===== config.mk =====
export PLATFORM = sky130hd
export DESIGN_NAME = spd_top
export DESIGN_NICKNAME = d
export VERILOG_FILES = /design/src/design/spd_pkg.sv /design/src/design/spd_top.sv /design/src/design/spd_sync.sv /design/src/design/spd_diff_wr.sv
export VERILOG_INCLUDE_DIRS = /design/src /design/src/design
export SDC_FILE = /design/constraint.sdc
export NUM_CORES = 1
export LEC_CHECK = 0
export ABC_AREA = 1
export BUFFER_PORTS_ARGS = -buffer_cell sky130_fd_sc_hd__buf_4
export CAP_MARGIN = 25
export CORE_ASPECT_RATIO = 0.75
export CORE_MARGIN = 2
export CORE_UTILIZATION = 45
export CTS_CLUSTER_DIAMETER = 120
export DETAILED_ROUTE_END_ITERATION = 10
export PLACE_DENSITY = 0.77
export SYNTH_ARGS = -nofsm -noshare
export SYNTH_HDL_FRONTEND = slang
export SYNTH_SLANG_ARGS = --single-unit

===== constraint.sdc =====
create_clock -name CLOCK_I -period 6.25 [get_ports CLOCK_I]
set_input_delay 0.9375 -clock CLOCK_I [delete_from_list [all_inputs] [get_ports CLOCK_I]]
set_output_delay 0.9375 -clock CLOCK_I [all_outputs]
set_load 0.01 [all_outputs]

===== src/design/spd_defines.svh =====
`ifndef SPD_DEFINES_SVH
`define SPD_DEFINES_SVH
// Summary of operation
// - polarity bit picks termination power active level
// - enable bit drives termination output active level
// - bus reset clears both bits, tri-states output
// - output stays tri-stated until enable written
// - soft chip reset clears enable, keeps polarity
// - power-on: paused, automatic functions off, bus-free flag
// - manual mode is a plain buffer via registers
// - auto mode handshakes while enable bit set
// - initiator out: ready on REQ, write sends ACK
// - initiator drops ACK after target drops REQ
// - initiator in: latch byte, read sends ACK
// - target out: read gives REQ, ACK captures
// - target in: write gives REQ, ACK ends it
// - rate register affects data phase, command async
// - differential port: four data, strobe, two address
// - own id write updates differential address zero
// - bus free, arbitrate, select, then drop busy
// - busy answer: drivers on, then select/busy off
// - after selection write address two role enables
`define SPD_CLK_MHZ 20
// register offsets
`define SPD_OFF_DEVCFG 4'h0
`define SPD_OFF_XC0 4'h1
`define SPD_OFF_XC1 4'h2
`define SPD_OFF_HCTL 4'h3
`define SPD_OFF_OWNID 4'h4
`define SPD_OFF_DLL 4'h5
`define SPD_OFF_DLH 4'h6
`define SPD_OFF_SIGO 4'h7
`define SPD_OFF_SIGI 4'h8
`define SPD_OFF_STAT0 4'h9
`define SPD_OFF_RATE 4'hA
`define SPD_OFF_ARB 4'hB
`define SPD_OFF_BUSL 4'hC
`define SPD_OFF_BUSH 4'hD
// field positions
`define SPD_B_TPOL 1
`define SPD_B_TEN 0
`define SPD_B_AUTO 3
`define SPD_B_TARGET 4
`define SPD_B_SOFT_CHIP_RESET 0
`define SPD_B_PAUSE 2
`define SPD_B_SIGO_ACK 0
`define SPD_B_SIGO_REQ 1
`define SPD_B_SIGO_DRV 7
`define SPD_B_READY 1
`define SPD_B_WIDE 7
`define SPD_B_START 0
// differential port addresses and patterns
`define SPD_DA_ID 2'h0
`define SPD_DA_CTL 2'h1
`define SPD_DA_ROLE 2'h2
`define SPD_DD_ARB 4'h5
`define SPD_DD_SEL 4'h3
`define SPD_DD_SELONLY 4'h2
`define SPD_DD_NONE 4'h0
`define SPD_DD_INIT 4'h5
`define SPD_DD_TARG 4'h6
// timing: figures in ns, cycle counts rounded up (least times)
`define SPD_BUS_FREE_NS 800
`define SPD_ARB_DELAY_NS 2400
`define SPD_SEL_HOLD_NS 1200
`define SPD_CYC(ns) (((ns) * `SPD_CLK_MHZ + 999) / 1000)
`define SPD_BUS_FREE_CYC `SPD_CYC(`SPD_BUS_FREE_NS)
`define SPD_ARB_DELAY_CYC `SPD_CYC(`SPD_ARB_DELAY_NS)
`define SPD_SEL_HOLD_CYC `SPD_CYC(`SPD_SEL_HOLD_NS)
`endif


===== src/design/spd_pkg.sv =====
package spd_pkg;
  // pio handshake states
  typedef enum logic [2:0] {
    HS_IDLE = 3'h0,
    HS_READY = 3'h1,
    HS_SETUP = 3'h2,
    HS_STROBE = 3'h3,
    HS_RELEASE = 3'h4
  } spd_hs_t;
  // arbitration and selection states
  typedef enum logic [3:0] {
    ARB_IDLE = 4'h0, ARB_WAIT_FREE = 4'h1, ARB_ASSERT = 4'h2, ARB_DELAY = 4'h3,
    ARB_SELECT = 4'h4, ARB_SEL_HOLD = 4'h5, ARB_BSY_OFF = 4'h6, ARB_WAIT_BSY = 4'h7,
    ARB_DRV = 4'h8, ARB_RELEASE = 4'h9, ARB_LOST = 4'hA
  } spd_arb_t;
endpackage


===== src/design/spd_top.sv =====
`timescale 1ns/1ns
`include "spd_defines.svh"
module spd_top (
  input wire logic CLOCK_I, // 20 MHz core clock
  input wire logic RESET_I, // async reset, high
  input wire logic [3:0] ADDR_I, // register address
  input wire logic [7:0] WDATA_I, // register write data
  input wire logic WR_I, // write strobe
  input wire logic RD_I, // read strobe
  output logic [7:0] RDATA_O, // read data, cycle after strobe
  input wire logic SCSI_RST_N_I, // bus reset pin, low active
  input wire logic SCSI_REQ_I, // bus REQ, high = asserted
  input wire logic SCSI_ACK_I, // bus ACK
  input wire logic SCSI_IO_I, // bus I/O, 1 = in direction
  input wire logic SCSI_CD_I, // bus C/D
  input wire logic SCSI_MSG_I, // bus MSG
  input wire logic SCSI_BSY_I, // bus BSY
  input wire logic SCSI_SEL_I, // bus SEL
  input wire logic [15:0] SCSI_DATA_I, // bus data
  output logic SCSI_REQ_O, // REQ drive
  output logic SCSI_ACK_O, // ACK drive
  output logic [15:0] SCSI_DATA_O, // data drive value
  output logic SCSI_DATA_OE_O, // data drive enable
  output logic TERM_POWER_OUT_O, // termination power level
  output logic TERM_POWER_OE_O, // termination power enable
  output logic SYNC_XFER_O, // synchronous data timing
  output logic WIDE_XFER_O, // wide data timing
  output logic SEQ_PAUSED_O, // sequencer held paused
  output logic [3:0] DIFF_PORT_DATA_O, // differential port data
  output logic DIFF_PORT_STROBE_O, // differential port strobe
  output logic [1:0] DIFF_PORT_ADDR_O // differential port address
);
  import spd_pkg::*;

  logic [7:0] ctl_s; // synced {rst_n, sel, bsy, msg, cd, io, req, ack}
  logic [15:0] bus_s; // synced data lines
  logic rst_n_s, sel_s, bsy_s, msg_s, cd_s, io_s, req_s, ack_s;
  logic term_pol_reg, term_en_reg; // termination bits
  logic auto_reg, target_reg; // auto pio enable, role
  logic pause_reg; // sequencer pause
  logic [3:0] own_id_reg; // own id field
  logic [7:0] dll_reg, dlh_reg; // data latches
  logic [7:0] sigo_reg; // manual signal outputs
  logic [7:0] rate_reg; // transfer rate
  logic ready_reg; // pio ready flag
  logic bus_free_reg; // bus-free status
  logic [7:0] free_cnt_reg; // bus-free qualification count
  logic won_reg, lost_reg; // arbitration result
  logic id_pend_reg; // own id port write owed
  logic [7:0] arb_cnt_reg; // arbitration timer
  spd_hs_t hs_reg; // handshake state
  spd_arb_t arb_reg; // arbitration state
  logic wr_dll, rd_dll, chip_rst, id_wr, arb_start, cmd_phase;
  logic arb_wr, dw_busy, dw_req, arb_go;
  logic [1:0] arb_adr, dw_adr;
  logic [3:0] arb_dat, dw_dat;
  logic [7:0] rd_mux;

  // every bus pin passes the three-stage filter; bus reset idles high
  spd_sync #(.W(8), .INIT(8'h80)) u_sync_ctl (
    .clk_i(CLOCK_I),
    .rst_i(RESET_I),
    .d_i({SCSI_RST_N_I, SCSI_SEL_I, SCSI_BSY_I, SCSI_MSG_I,
          SCSI_CD_I, SCSI_IO_I, SCSI_REQ_I, SCSI_ACK_I}),
    .q_o(ctl_s)
  );
  spd_sync #(.W(16), .INIT(16'h0000)) u_sync_dat (
    .clk_i(CLOCK_I),
    .rst_i(RESET_I),
    .d_i(SCSI_DATA_I),
    .q_o(bus_s)
  );
  assign {rst_n_s, sel_s, bsy_s, msg_s, cd_s, io_s, req_s, ack_s} = ctl_s;

  // register strobes and side-effect pulses
  assign wr_dll = WR_I && (ADDR_I == `SPD_OFF_DLL);
  assign rd_dll = RD_I && (ADDR_I == `SPD_OFF_DLL);
  assign chip_rst = WR_I && (ADDR_I == `SPD_OFF_HCTL) && WDATA_I[`SPD_B_SOFT_CHIP_RESET];
  assign id_wr = WR_I && (ADDR_I == `SPD_OFF_OWNID);
  assign arb_start = WR_I && (ADDR_I == `SPD_OFF_ARB) && WDATA_I[`SPD_B_START];
  assign cmd_phase = cd_s && !msg_s && !io_s;

  // termination power control; bus reset beats everything else
  always_ff @(posedge CLOCK_I or posedge RESET_I) begin
    if (RESET_I) begin
      term_pol_reg <= 1'b0;
      term_en_reg <= 1'b0;
      TERM_POWER_OE_O <= 1'b0;
    end else if (!rst_n_s) begin
      term_pol_reg <= 1'b0;
      term_en_reg <= 1'b0;
      TERM_POWER_OE_O <= 1'b0;
    end else begin
      if (WR_I && (ADDR_I == `SPD_OFF_DEVCFG))
        term_pol_reg <= WDATA_I[`SPD_B_TPOL];
      if (chip_rst)
        term_en_reg <= 1'b0;
      else if (WR_I && (ADDR_I == `SPD_OFF_XC1))
        term_en_reg <= WDATA_I[`SPD_B_TEN];
      // once driven, the pin stays driven until the next bus reset
      if (WR_I && (ADDR_I == `SPD_OFF_XC1) && WDATA_I[`SPD_B_TEN] && !chip_rst)
        TERM_POWER_OE_O <= 1'b1;
    end
  end

  // active level: polarity zero means high is active
  always_ff @(posedge CLOCK_I or posedge RESET_I) begin
    if (RESET_I)
      TERM_POWER_OUT_O <= 1'b0;
    else
      TERM_POWER_OUT_O <= term_en_reg ^ term_pol_reg;
  end

  // plain control registers; chip reset turns automatic functions off
  always_ff @(posedge CLOCK_I or posedge RESET_I) begin
    if (RESET_I) begin
      pause_reg <= 1'b1;
      auto_reg <= 1'b0;
      target_reg <= 1'b0;
      own_id_reg <= 4'h0;
      sigo_reg <= 8'h00;
      rate_reg <= 8'h00;
    end else if (chip_rst) begin
      pause_reg <= 1'b1;
      auto_reg <= 1'b0;
      sigo_reg <= 8'h00;
    end else if (WR_I) begin
      case (ADDR_I)
        `SPD_OFF_HCTL: pause_reg <= WDATA_I[`SPD_B_PAUSE];
        `SPD_OFF_XC0: begin
          auto_reg <= WDATA_I[`SPD_B_AUTO];
          target_reg <= WDATA_I[`SPD_B_TARGET];
        end
        `SPD_OFF_OWNID: own_id_reg <= WDATA_I[3:0];
        `SPD_OFF_SIGO: sigo_reg <= WDATA_I;
        `SPD_OFF_RATE: rate_reg <= WDATA_I;
        default: ;
      endcase
    end
  end

  // automatic pio handshake; HS_IDLE both sets ready (initiator) and clears it (target)
  always_ff @(posedge CLOCK_I or posedge RESET_I) begin
    if (RESET_I) begin
      hs_reg <= HS_IDLE;
      ready_reg <= 1'b0;
    end else if (chip_rst || !auto_reg) begin
      hs_reg <= HS_IDLE; // manual mode: no handshake logic
      ready_reg <= 1'b0;
    end else begin
      case (hs_reg)
        HS_IDLE: begin
          if (!target_reg && req_s) begin
            ready_reg <= 1'b1;
            hs_reg <= HS_READY;
          end else if (target_reg && rd_dll && !io_s) begin
            ready_reg <= 1'b0;
            hs_reg <= HS_STROBE;
          end else if (target_reg && wr_dll && io_s) begin
            ready_reg <= 1'b0;
            hs_reg <= HS_SETUP;
          end
        end
        HS_READY: begin
          if (wr_dll && !io_s) begin
            ready_reg <= 1'b0;
            hs_reg <= HS_SETUP;
          end else if (rd_dll && io_s) begin
            ready_reg <= 1'b0;
            hs_reg <= HS_STROBE;
          end
        end
        HS_SETUP: hs_reg <= HS_STROBE; // data settles before the strobe
        HS_STROBE: begin
          if (!target_reg && !req_s)
            hs_reg <= HS_IDLE;
          else if (target_reg && ack_s) begin
            ready_reg <= 1'b1;
            hs_reg <= HS_RELEASE;
          end
        end
        HS_RELEASE: if (!ack_s) hs_reg <= HS_IDLE;
        default: hs_reg <= HS_IDLE;
      endcase
    end
  end

  // data latches: host writes, or bus capture during auto handshakes
  always_ff @(posedge CLOCK_I or posedge RESET_I) begin
    if (RESET_I) begin
      dll_reg <= 8'h00;
      dlh_reg <= 8'h00;
    end else begin
      if (WR_I && (ADDR_I == `SPD_OFF_DLH))
        dlh_reg <= WDATA_I;
      if (wr_dll)
        dll_reg <= WDATA_I;
      else if (auto_reg && !chip_rst &&
               ((hs_reg == HS_IDLE && !target_reg && req_s && io_s) ||
                (hs_reg == HS_STROBE && target_reg && ack_s && !io_s))) begin
        dll_reg <= bus_s[7:0];
        dlh_reg <= bus_s[15:8];
      end
    end
  end

  // bus drivers; in auto mode the party that owns the data drives it
  always_ff @(posedge CLOCK_I or posedge RESET_I) begin
    if (RESET_I) begin
      SCSI_REQ_O <= 1'b0;
      SCSI_ACK_O <= 1'b0;
      SCSI_DATA_OE_O <= 1'b0;
      SCSI_DATA_O <= 16'h0000;
    end else begin
      SCSI_DATA_O <= {dlh_reg, dll_reg};
      if (auto_reg) begin
        SCSI_REQ_O <= target_reg && (hs_reg == HS_STROBE);
        SCSI_ACK_O <= !target_reg && (hs_reg == HS_STROBE);
        SCSI_DATA_OE_O <= (hs_reg == HS_SETUP || hs_reg == HS_STROBE) &&
                          (target_reg == io_s);
      end else begin
        SCSI_REQ_O <= sigo_reg[`SPD_B_SIGO_REQ];
        SCSI_ACK_O <= sigo_reg[`SPD_B_SIGO_ACK];
        SCSI_DATA_OE_O <= sigo_reg[`SPD_B_SIGO_DRV];
      end
    end
  end

  // rate shapes every phase but command; command phase stays asynchronous
  always_ff @(posedge CLOCK_I or posedge RESET_I) begin
    if (RESET_I) begin
      SYNC_XFER_O <= 1'b0;
      WIDE_XFER_O <= 1'b0;
      SEQ_PAUSED_O <= 1'b1;
    end else begin
      SYNC_XFER_O <= (rate_reg[3:0] != 4'h0) && !cmd_phase;
      WIDE_XFER_O <= rate_reg[`SPD_B_WIDE] && !cmd_phase;
      SEQ_PAUSED_O <= pause_reg;
    end
  end

  // bus free once BSY and SEL stay low for the qualification time
  always_ff @(posedge CLOCK_I or posedge RESET_I) begin
    if (RESET_I) begin
      free_cnt_reg <= 8'h00;
      bus_free_reg <= 1'b0;
    end else if (bsy_s || sel_s) begin
      free_cnt_reg <= 8'h00;
      bus_free_reg <= 1'b0;
    end else if (free_cnt_reg == 8'(`SPD_BUS_FREE_CYC - 1)) begin
      bus_free_reg <= 1'b1;
    end else begin
      free_cnt_reg <= free_cnt_reg + 8'h01;
    end
  end

  // priority 7 high down to 0, then 15 down to 8; any higher id loses us
  function automatic logic arb_lost_f(input logic [15:0] bus, input logic [3:0] id);
    logic [4:0] mine;
    logic res;
    mine = id[3] ? {2'b00, id[2:0]} : {2'b01, id[2:0]};
    res = 1'b0;
    for (int j = 0; j < 16; j++)
      if (bus[j] && (((j < 8) ? 5'(j + 8) : 5'(j - 8)) > mine))
        res = 1'b1;
    return res;
  endfunction

  // port pattern for each state that writes the differential port
  always_comb begin
    arb_wr = 1'b1;
    arb_adr = `SPD_DA_CTL;
    arb_dat = `SPD_DD_NONE;
    case (arb_reg)
      ARB_ASSERT: arb_dat = `SPD_DD_ARB;
      ARB_SELECT: arb_dat = `SPD_DD_SEL;
      ARB_BSY_OFF: arb_dat = `SPD_DD_SELONLY;
      ARB_DRV: begin
        arb_adr = `SPD_DA_ROLE;
        arb_dat = target_reg ? `SPD_DD_TARG : `SPD_DD_INIT;
      end
      ARB_RELEASE: arb_dat = `SPD_DD_NONE;
      ARB_LOST: arb_dat = `SPD_DD_NONE;
      default: arb_wr = 1'b0;
    endcase
  end

  // arbitration writes go first; an owed own-id write fills idle slots
  assign dw_req = !dw_busy && (arb_wr || id_pend_reg);
  assign arb_go = !dw_busy && arb_wr;
  assign dw_adr = arb_wr ? arb_adr : `SPD_DA_ID;
  assign dw_dat = arb_wr ? arb_dat : own_id_reg;

  spd_diff_wr u_diff (
    .clk_i(CLOCK_I),
    .rst_i(RESET_I),
    .req_i(dw_req),
    .addr_i(dw_adr),
    .data_i(dw_dat),
    .busy_o(dw_busy),
    .adr_o(DIFF_PORT_ADDR_O),
    .dat_o(DIFF_PORT_DATA_O),
    .strb_o(DIFF_PORT_STROBE_O)
  );

  // a new id write while one is issued keeps the flag set
  always_ff @(posedge CLOCK_I or posedge RESET_I) begin
    if (RESET_I)
      id_pend_reg <= 1'b0;
    else if (id_wr)
      id_pend_reg <= 1'b1;
    else if (!dw_busy && !arb_wr)
      id_pend_reg <= 1'b0;
  end

  // arbitration and selection sequence
  always_ff @(posedge CLOCK_I or posedge RESET_I) begin
    if (RESET_I) begin
      arb_reg <= ARB_IDLE;
      arb_cnt_reg <= 8'h00;
      won_reg <= 1'b0;
      lost_reg <= 1'b0;
    end else if (chip_rst) begin
      // an abort still clears the control-address enables already sent out, not the role enables
      arb_reg <= (arb_reg == ARB_IDLE) ? ARB_IDLE : ARB_LOST;
    end else begin
      case (arb_reg)
        ARB_IDLE: if (arb_start) begin
          won_reg <= 1'b0;
          lost_reg <= 1'b0;
          arb_reg <= ARB_WAIT_FREE;
        end
        ARB_WAIT_FREE: if (bus_free_reg) arb_reg <= ARB_ASSERT;
        ARB_ASSERT: if (arb_go) begin
          arb_cnt_reg <= 8'h00;
          arb_reg <= ARB_DELAY;
        end
        ARB_DELAY: begin
          arb_cnt_reg <= arb_cnt_reg + 8'h01;
          if (arb_cnt_reg == 8'(`SPD_ARB_DELAY_CYC - 1)) begin
            if (arb_lost_f(bus_s, own_id_reg)) begin
              lost_reg <= 1'b1;
              arb_reg <= ARB_LOST;
            end else
              arb_reg <= ARB_SELECT;
          end
        end
        ARB_SELECT: if (arb_go) begin
          arb_cnt_reg <= 8'h00;
          arb_reg <= ARB_SEL_HOLD;
        end
        ARB_SEL_HOLD: begin
          arb_cnt_reg <= arb_cnt_reg + 8'h01;
          if (arb_cnt_reg == 8'(`SPD_SEL_HOLD_CYC - 1)) arb_reg <= ARB_BSY_OFF;
        end
        ARB_BSY_OFF: if (arb_go) arb_reg <= ARB_WAIT_BSY;
        ARB_WAIT_BSY: if (bsy_s) arb_reg <= ARB_DRV;
        ARB_DRV: if (arb_go) arb_reg <= ARB_RELEASE;
        ARB_RELEASE: if (arb_go) begin
          won_reg <= 1'b1;
          arb_reg <= ARB_IDLE;
        end
        ARB_LOST: if (arb_go) arb_reg <= ARB_IDLE;
        default: arb_reg <= ARB_IDLE;
      endcase
    end
  end

  // read multiplexer; unmapped addresses read zero
  always_comb begin
    rd_mux = 8'h00;
    case (ADDR_I)
      `SPD_OFF_DEVCFG: rd_mux[`SPD_B_TPOL] = term_pol_reg;
      `SPD_OFF_XC0: rd_mux = {3'h0, target_reg, auto_reg, 3'h0};
      `SPD_OFF_XC1: rd_mux[`SPD_B_TEN] = term_en_reg;
      `SPD_OFF_HCTL: rd_mux[`SPD_B_PAUSE] = pause_reg;
      `SPD_OFF_OWNID: rd_mux = {4'h0, own_id_reg};
      `SPD_OFF_DLL: rd_mux = dll_reg;
      `SPD_OFF_DLH: rd_mux = dlh_reg;
      `SPD_OFF_SIGO: rd_mux = sigo_reg;
      `SPD_OFF_SIGI: rd_mux = ctl_s;
      `SPD_OFF_STAT0: rd_mux = {3'h0, (arb_reg != ARB_IDLE), lost_reg, won_reg,
                                ready_reg, bus_free_reg};
      `SPD_OFF_RATE: rd_mux = rate_reg;
      `SPD_OFF_BUSL: rd_mux = bus_s[7:0];
      `SPD_OFF_BUSH: rd_mux = bus_s[15:8];
      default: rd_mux = 8'h00;
    endcase
  end

  // read data stands only in the cycle after the strobe
  always_ff @(posedge CLOCK_I or posedge RESET_I) begin
    if (RESET_I)
      RDATA_O <= 8'h00;
    else
      RDATA_O <= RD_I ? rd_mux : 8'h00;
  end
endmodule


===== src/design/spd_sync.sv =====
`timescale 1ns/1ns
module spd_sync #(
  parameter int W = 1,
  parameter logic [W-1:0] INIT = '0
) (
  input wire logic clk_i, // core clock
  input wire logic rst_i, // async reset, high
  input wire logic [W-1:0] d_i, // foreign level
  output logic [W-1:0] q_o // filtered level
);
  logic [W-1:0] s1_reg; // first stage, read only by s2
  logic [W-1:0] s2_reg; // second stage
  logic [W-1:0] s3_reg; // third stage
  // a bit changes only once stages two and three agree
  always_ff @(posedge clk_i or posedge rst_i) begin
    if (rst_i) begin
      s1_reg <= INIT;
      s2_reg <= INIT;
      s3_reg <= INIT;
      q_o <= INIT;
    end else begin
      s1_reg <= d_i;
      s2_reg <= s1_reg;
      s3_reg <= s2_reg;
      q_o <= (s2_reg & s3_reg) | (q_o & (s2_reg ^ s3_reg));
    end
  end
endmodule


===== src/design/spd_diff_wr.sv =====
`timescale 1ns/1ns
module spd_diff_wr (
  input wire logic clk_i, // core clock
  input wire logic rst_i, // async reset, high
  input wire logic req_i, // write request, taken when not busy
  input wire logic [1:0] addr_i, // port address
  input wire logic [3:0] data_i, // port data
  output logic busy_o, // write in progress
  output logic [1:0] adr_o, // to external decode
  output logic [3:0] dat_o, // to external decode
  output logic strb_o // one-cycle strobe
);
  logic [1:0] phase_reg; // 0 idle, 1 setup, 2 strobe, 3 hold
  assign busy_o = (phase_reg != 2'h0);
  // fields settle a cycle before the strobe and hold a cycle after it
  always_ff @(posedge clk_i or posedge rst_i) begin
    if (rst_i) begin
      phase_reg <= 2'h0;
      adr_o <= 2'h0;
      dat_o <= 4'h0;
      strb_o <= 1'b0;
    end else begin
      case (phase_reg)
        2'h0: if (req_i) begin
          adr_o <= addr_i;
          dat_o <= data_i;
          phase_reg <= 2'h1;
        end
        2'h1: begin
          strb_o <= 1'b1;
          phase_reg <= 2'h2;
        end
        2'h2: begin
          strb_o <= 1'b0;
          phase_reg <= 2'h3;
        end
        default: phase_reg <= 2'h0;
      endcase
    end
  end
endmodule


Word level (Yosys, flattened, before mapping)

Index checks and enable logic that the tools add are counted.

Register bits: 206
Latch bits: 0
RAM bits: 0
Bits in read-only memories: 0
Output and inout bits: 39
Word-level logic and storage cells: 337
Memories kept: 0

Add/subtract/negate cells: 2
Multiply operators: 0
Divide/modulo/power cells: 0
$lt $le $gt $ge: 16
Eq/ne operators: 59
Shift operators: 0
Mux-type cells: 105
Bitwise gates (word level): 10
Reductions and logical operators: 104

Operator list:

| cell                  | count |
|---|---|
| $mux W8               | 12 |
| $mux W4               | 15 |
| $logic_and A1 B1 Y1   | 54 |
| $mux W1               | 52 |
| $pmux W5 S10          | 1 |
| $pmux W4 S10          | 1 |
| $eq A4 B4 Y1 const B  | 9 |
| $ne A3 B3 Y1 const B  | 12 |
| $and A16 B16 Y16      | 2 |
| $eq A4 B3 Y1 const B  | 8 |
| $gt A4 B4 Y1 const A  | 8 |
| $pmux W1 S10          | 3 |
| $mux W3               | 9 |
| $reduce_bool A2 Y1    | 12 |
| $add A8 B1 Y8 const B | 2 |
| $and A8 B8 Y8         | 2 |
| $eq A4 B2 Y1 const B  | 4 |
| $gt A3 B4 Y1 const A  | 4 |
| $ne A2 B2 Y1 const B  | 8 |
| $or A16 B16 Y16       | 1 |
| $pmux W8 S2           | 1 |
| $xor A16 B16 Y16      | 1 |
| $pmux W3 S5           | 1 |
| $pmux W3 S4           | 1 |
| other kinds (38)      | 73 |

Longest topological paths before layout

Depth after elaboration: 26
Gate-level depth with buffers: 13
Depth with buffers taken out: 12

Modules after synthesis

Synthesis repeated with hierarchy kept, for this count alone.

Cell total of the unflattened synthesis: 945
Area, all modules: 8822.2 um^2

Modules (own cells, without submodules):

| module                 | times used | cells each | area an instance (um^2) | sequential area each (um^2) |
|---|---|---|---|---|
| spd_top                | 1          | 702        | 5377.7                  | 2529.9 |
| spd_sync at u_sync_dat | 1          | 129        | 1985.7                  | 1601.5 |
| spd_sync at u_sync_ctl | 1          | 65         | 999.7                   | 805.8 |
| spd_diff_wr            | 1          | 49         | 459.2                   | 225.2 |

Worst setup path after synthesis

No wires, ideal clock.

Kind: input-to-reg
From: in WR_I
To: reg dlh_reg[5]
Data arrival time: 1.881 ns
Data required time: 6.133 ns
Path slack: 4.252 ns
Stages on the path: 10
Path buffers: 2
Cell sequence: buf_2 inv_2 nor2_4 nand2_4 nand2_4 nor2_4 nand2_4 buf_6 nand2_1 nand2_1

Cells in the longest elaborated chain, start to end: 7
Elaborated cells between the ends (all ways): 10
Those cells by class: mux (3); reduce/logical (7)

RTL lines:

| element                           | line           | text |
|---|---|---|
| start: declaration                | spd_top.sv:8   | `input wire logic WR_I,` |
| $logic_and A1 B1 Y1 (2 in series) | spd_top.sv:78  | `` assign chip_rst = WR_I && (ADDR_I == `SPD_OFF_HCTL) && WDATA_I[`SPD_B_SOFT_CHIP_RESET]; `` |
| $logic_not A1 Y1                  | spd_top.sv:198 | `else if (auto_reg && !chip_rst &&` |
| $logic_and A1 B1 Y1 (2 in series) | spd_top.sv:198 |  |
| $mux W8                           | spd_top.sv:198 |  |
| $mux W8 *                         | spd_top.sv:196 | `if (wr_dll)` |
| end signal: assignment            | spd_top.sv:202 | `dlh_reg <= bus_s[15:8];` |
| end: declaration                  | spd_top.sv:42  | `logic [7:0] dll_reg, dlh_reg;` |

Mark *: on every way between the ends. The rest lies on a longest branch, timed or not.
A chain may end at the register's enable or synchronous reset.

Worst setup path in the final report

From: in ADDR_I[3]
To: reg hs_reg[0]

Cells in the longest elaborated chain, start to end: 8
Elaborated cells between the ends (all ways): 23
Those cells by class: eq/ne (6); mux (5); reduce/logical (12)

RTL lines:

| element                           | line           | text |
|---|---|---|
| start: declaration                | spd_top.sv:6   | `input wire logic [3:0] ADDR_I,` |
| $eq A4 B3 Y1                      | -              |  |
| $logic_and A1 B1 Y1               | spd_top.sv:77  | `` assign rd_dll = RD_I && (ADDR_I == `SPD_OFF_DLL); `` |
| $logic_and A1 B1 Y1 (2 in series) | spd_top.sv:156 | `end else if (target_reg && rd_dll && !io_s) begin` |
| $mux W3                           | spd_top.sv:156 |  |
| $mux W3                           | spd_top.sv:153 | `if (!target_reg && req_s) begin` |
| $pmux W3 S5                       | spd_top.sv:151 | `case (hs_reg)` |
| $mux W3                           | spd_top.sv:147 | `end else if (chip_rst \|\| !auto_reg) begin` |
| end signal: assignment            | spd_top.sv:148 | `hs_reg <= HS_IDLE;` |
| end signal: assignment            | spd_top.sv:155 | `hs_reg <= HS_READY;` |
| end signal: assignment            | spd_top.sv:158 | `hs_reg <= HS_STROBE;` |
| end: declaration                  | spd_top.sv:51  | `spd_hs_t hs_reg;` |

Several ways; a longest one is shown, not always the timed one.

==> metrics.md <==
| Metric | Value |
|---|---|
| Number of setup buffers added after CTS | `0` |
| Arrival @ worst endpoint | `2.59 ns` |
| Post-layout utilization of the core | `54.9%` |
| Number of antenna violations at the first check in global routing | `0` |
| Final Hold Vio Count | `0` |
| Worst clock skew on the final layout | `approximately 0.025 ns` |
| Vias per inst | `~5.3` |
| Max-slew headroom at the worst pin | `between 50% and 60%` |
| Clock tree from TritonCTS | `yes` |
| Post-Place Worst Slack | `approximately 3.7 ns` |
| Flip-flop and latch count after synthesis | `between 200 and 250` |
| Worst setup SP type | `input port` |
| Cell Pwr Density | `just under 400 nW/um^2` |
| Fin. max-slew vios | `0` |
| Cell taking the most area after synthesis | `dfrtp_1` |
| Most frequent cell after synthesis | `nand2_1` |
| Relative area change from synthesis to final layout | `18.2%` |
| Most frequently used flop master after synthesis | `dfrtp_1` |
| Total global routing track utilization | `21.4%` |
| FF-to-FF path depth | `7` |
| Diode insertion count for antenna repair | `0` |
| Cell types occupying the most area after synthesis | `dfrtp_1 58%, nand2_1 9.4%, inv_1 4.5%, ha_1 4.2%, o21ai_0 3.6%` |
| Fraction of registers with async set or reset after synthesis | `100%` |
| Endpoint required time on the critical path | `6.65 ns` |
| Final Instance Area | `10200 sq um` |
| Setup TNS after final layout | `0 ns` |
| Pin slew with the least headroom to its limit | `between 0.6 and 0.7 ns` |
| Final GP Congestion | `around 0.96` |
| Vert. Die Dim | `124 um` |
| Row cnt | `43` |
| Post-detailed-placement half-perimeter wirelength | `roughly 15 mm` |
| Proportion of layout cells with a drive suffix above 1 | `16.7%` |
| Initial Utilization | `between 40% and 50%` |
| Buf/Inv on CP | `3` |
| Fin cells | `between 1000 and 1500` |
| Post-route worst setup slack | `between 4 and 5 ns` |
| Mapped cell area | `between 8000 and 9000 sq um` |
| Residual DRC | `0` |
| Sequential-to-total area share from yosys stat | `around three fifths` |
| Worst supply voltage drop on vdd | `0.223 mV` |
| Share of the synthesized area in the top cell type | `between 50 and 60%` |
| Gate count after technology mapping | `a little under 900` |
| Vias in the first global route | `roughly 6400` |
| Nets | `between 1000 and 1500` |
| Net count after synthesis | `959` |
| Number of buffers on the longest clock path | `3` |
| Hold-fix buffer count after cts | `0` |
| Post-layout power | `roughly 4 mW` |
| Count of yosys warnings during synthesis | `0` |
| Leading cell types by count after synthesis | `216 x nand2_1, 200 x dfrtp_1, 103 x inv_1` |
| Mean post-synth cell area | `9.73 sq um` |
| Placement-stage cell area | `around 9500 sq um` |
| Number of cells on the critical path | `11` |
| Cells resized by post-CTS repair | `0` |
| Post-Route WL | `20.7 mm` |
| Max-cap violations | `0` |
| Slowest CP cell | `nor2_4` |
| WS Path Type | `input port to register` |
| Sinks on the clock net | `206` |
| Post-route fraction of the period consumed by the critical path | `about a third` |
| Crit-path cells | `buf_4 > inv_1 > nand2_4 > nor2_4 > nand2_2 > o21ai_0 > nand2_1 > o21ai_0 > inv_1 > nand2_1 > nand2_1` |
| Iteration-0 DRC count of the detailed router | `730` |
| Residual overflow from global routing | `0` |
| Most used cell, CP | `nand2_1` |
| Num CTS Buffers | `20` |
| Outcome | `finished, final reports clean` |
| Worst skew pair latency | `~0.52 ns` |
| Element type at the critical path end | `register` |
| Clock Root Buffer | `clkbuf_16` |
| Detailed-router iteration count before antenna repair | `5` |
| Cell depth of the worst hold path | `0` |
| Clock-pin transition on the worst setup and hold timing paths | `~0.06 ns` |
| Vias after detailed routing | `6654` |
| Post-route worst hold slack | `between 0.3 and 0.4 ns` |
| Final critical-path required period | `approximately 2.2 ns` |
| Largest delay share family, worst path | `simple AND/OR/NAND/NOR gates` |
| I/O pin total | `79` |
| Number of input and output port buffers inserted | `between 70 and 80` |
| Filler instances | `around 1600` |
| Maximum number of pins on one net before global-route repair | `82` |
| Achievable clock frequency | `approximately 460 MHz` |
| Number of flops mapped to enable cells by yosys | `0` |
| Hold crit path type | `register to register` |
| Count of distinct cell types in the synthesized netlist | `41` |
| Unrepaired setup endpoints after global routing | `no` |
| Routed wire per std cell | `roughly 17 um` |
| Core outline area | `18700 sq um` |
| Die width | `~160 um` |
| Antenna Nets Post-Route | `0` |
| Wire length of the first global-routing pass | `around 34 mm` |
| Leak pwr | `5.22 nW` |
| H-tree depth | `1` |
| CP Max Fanout | `11` |
| Final Setup Violations | `0` |
| Total die area | `between 20000 and 25000 sq um` |
| Max stage delay on crit path | `about 0.34 ns` |
| Number of cells in the design after placement | `around 1200` |
layout make-up:
class                           instances  area (sq um)  share of cell area [%]
Sequential cell                       206          5160                    50.4
Multi-Input combinational cell        565          3030                    29.6
Timing Repair Buffer                   82           636                    6.21
Clock buffer                           20           500                    4.89
Inverter                              109           413                    4.03
Tap cell                              247           309                    3.02
Clock inverter                         16           189                    1.84
layer usage:
metal	GRT usage [%]	routed length (um)	part of all wire, %	vias up
met1	32.7	9650	47	3188
met2	30.5	8640	42	316
met4	6.52	576	2.8	0
met3	4.63	1870	9.0	53
met5	0	0	0	-
li1	-	-	-	3097
power by group:
part | leakage [nW] | switching [mW] | internal [mW]
combinational | 2.35 | 0.568 | 0.365
clock | 0.333 | 0.538 | 0.723
sequential | 2.54 | 0.216 | 1.59
total | 5.22 | 1.32 | 2.68
cells by family after synthesis:
| kind of cell | count (synthesis) | synth area share (%) |
|---|---|---|
| buf+inv | 119 | 5.40 |
| flops | 206 | 59.6 |
| compound gates | 158 | 11.3 |
| simple gates | 370 | 18.7 |
| xor+xnor | 8 | 0.809 |
| fa+ha+maj | 29 | 4.19 |
path summary, 6_finish.rpt:
| kind | from | end | slack (ns) |
|---|---|---|---|
| hold reg to reg | u_sync_ctl.s1_reg[2] | u_sync_ctl.s2_reg[2] | 0.35 |
| max in group asynchronous | RESET_I | arb_cnt_reg[2] | 4.67 |
| setup reg to reg | target_reg | dll_reg[5] | 4.42 |
| min in group asynchronous | RESET_I | SCSI_DATA_O[13] | 0.51 |
| setup / recovery | ADDR_I[3] | hs_reg[0] | 4.07 |
| hold / removal | u_sync_ctl.s1_reg[2] | u_sync_ctl.s2_reg[2] | 0.35 |
cell usage in the layout (no fill, tap or decap), types with 6 or more instances in the layout:
| cell type | netlist | layout |
|---|---|---|
| a21oi_1 | 26 | 26 |
| nor2_4 | 6 | 6 |
| o22ai_1 | 11 | 11 |
| nor3_1 | 9 | 9 |
| nand3_1 | 46 | 46 |
| nor2_1 | 58 | 58 |
| clkbuf_16 | 0 | 20 |
| a21o_1 | 24 | 24 |
| dfstp_2 | 6 | 6 |
| o21ai_0 | 63 | 63 |
| nand2_1 | 216 | 216 |
| nand2_2 | 7 | 7 |
| nand4_1 | 12 | 12 |
| nor2_2 | 7 | 7 |
| inv_1 | 103 | 102 |
| dfrtp_1 | 200 | 200 |
| o211ai_1 | 7 | 7 |
| xor2_1 | 8 | 8 |
| ha_1 | 29 | 29 |
| inv_2 | 6 | 6 |
| buf_4 | 0 | 81 |
No activity file was read; power rests on OpenSTA's default activity.
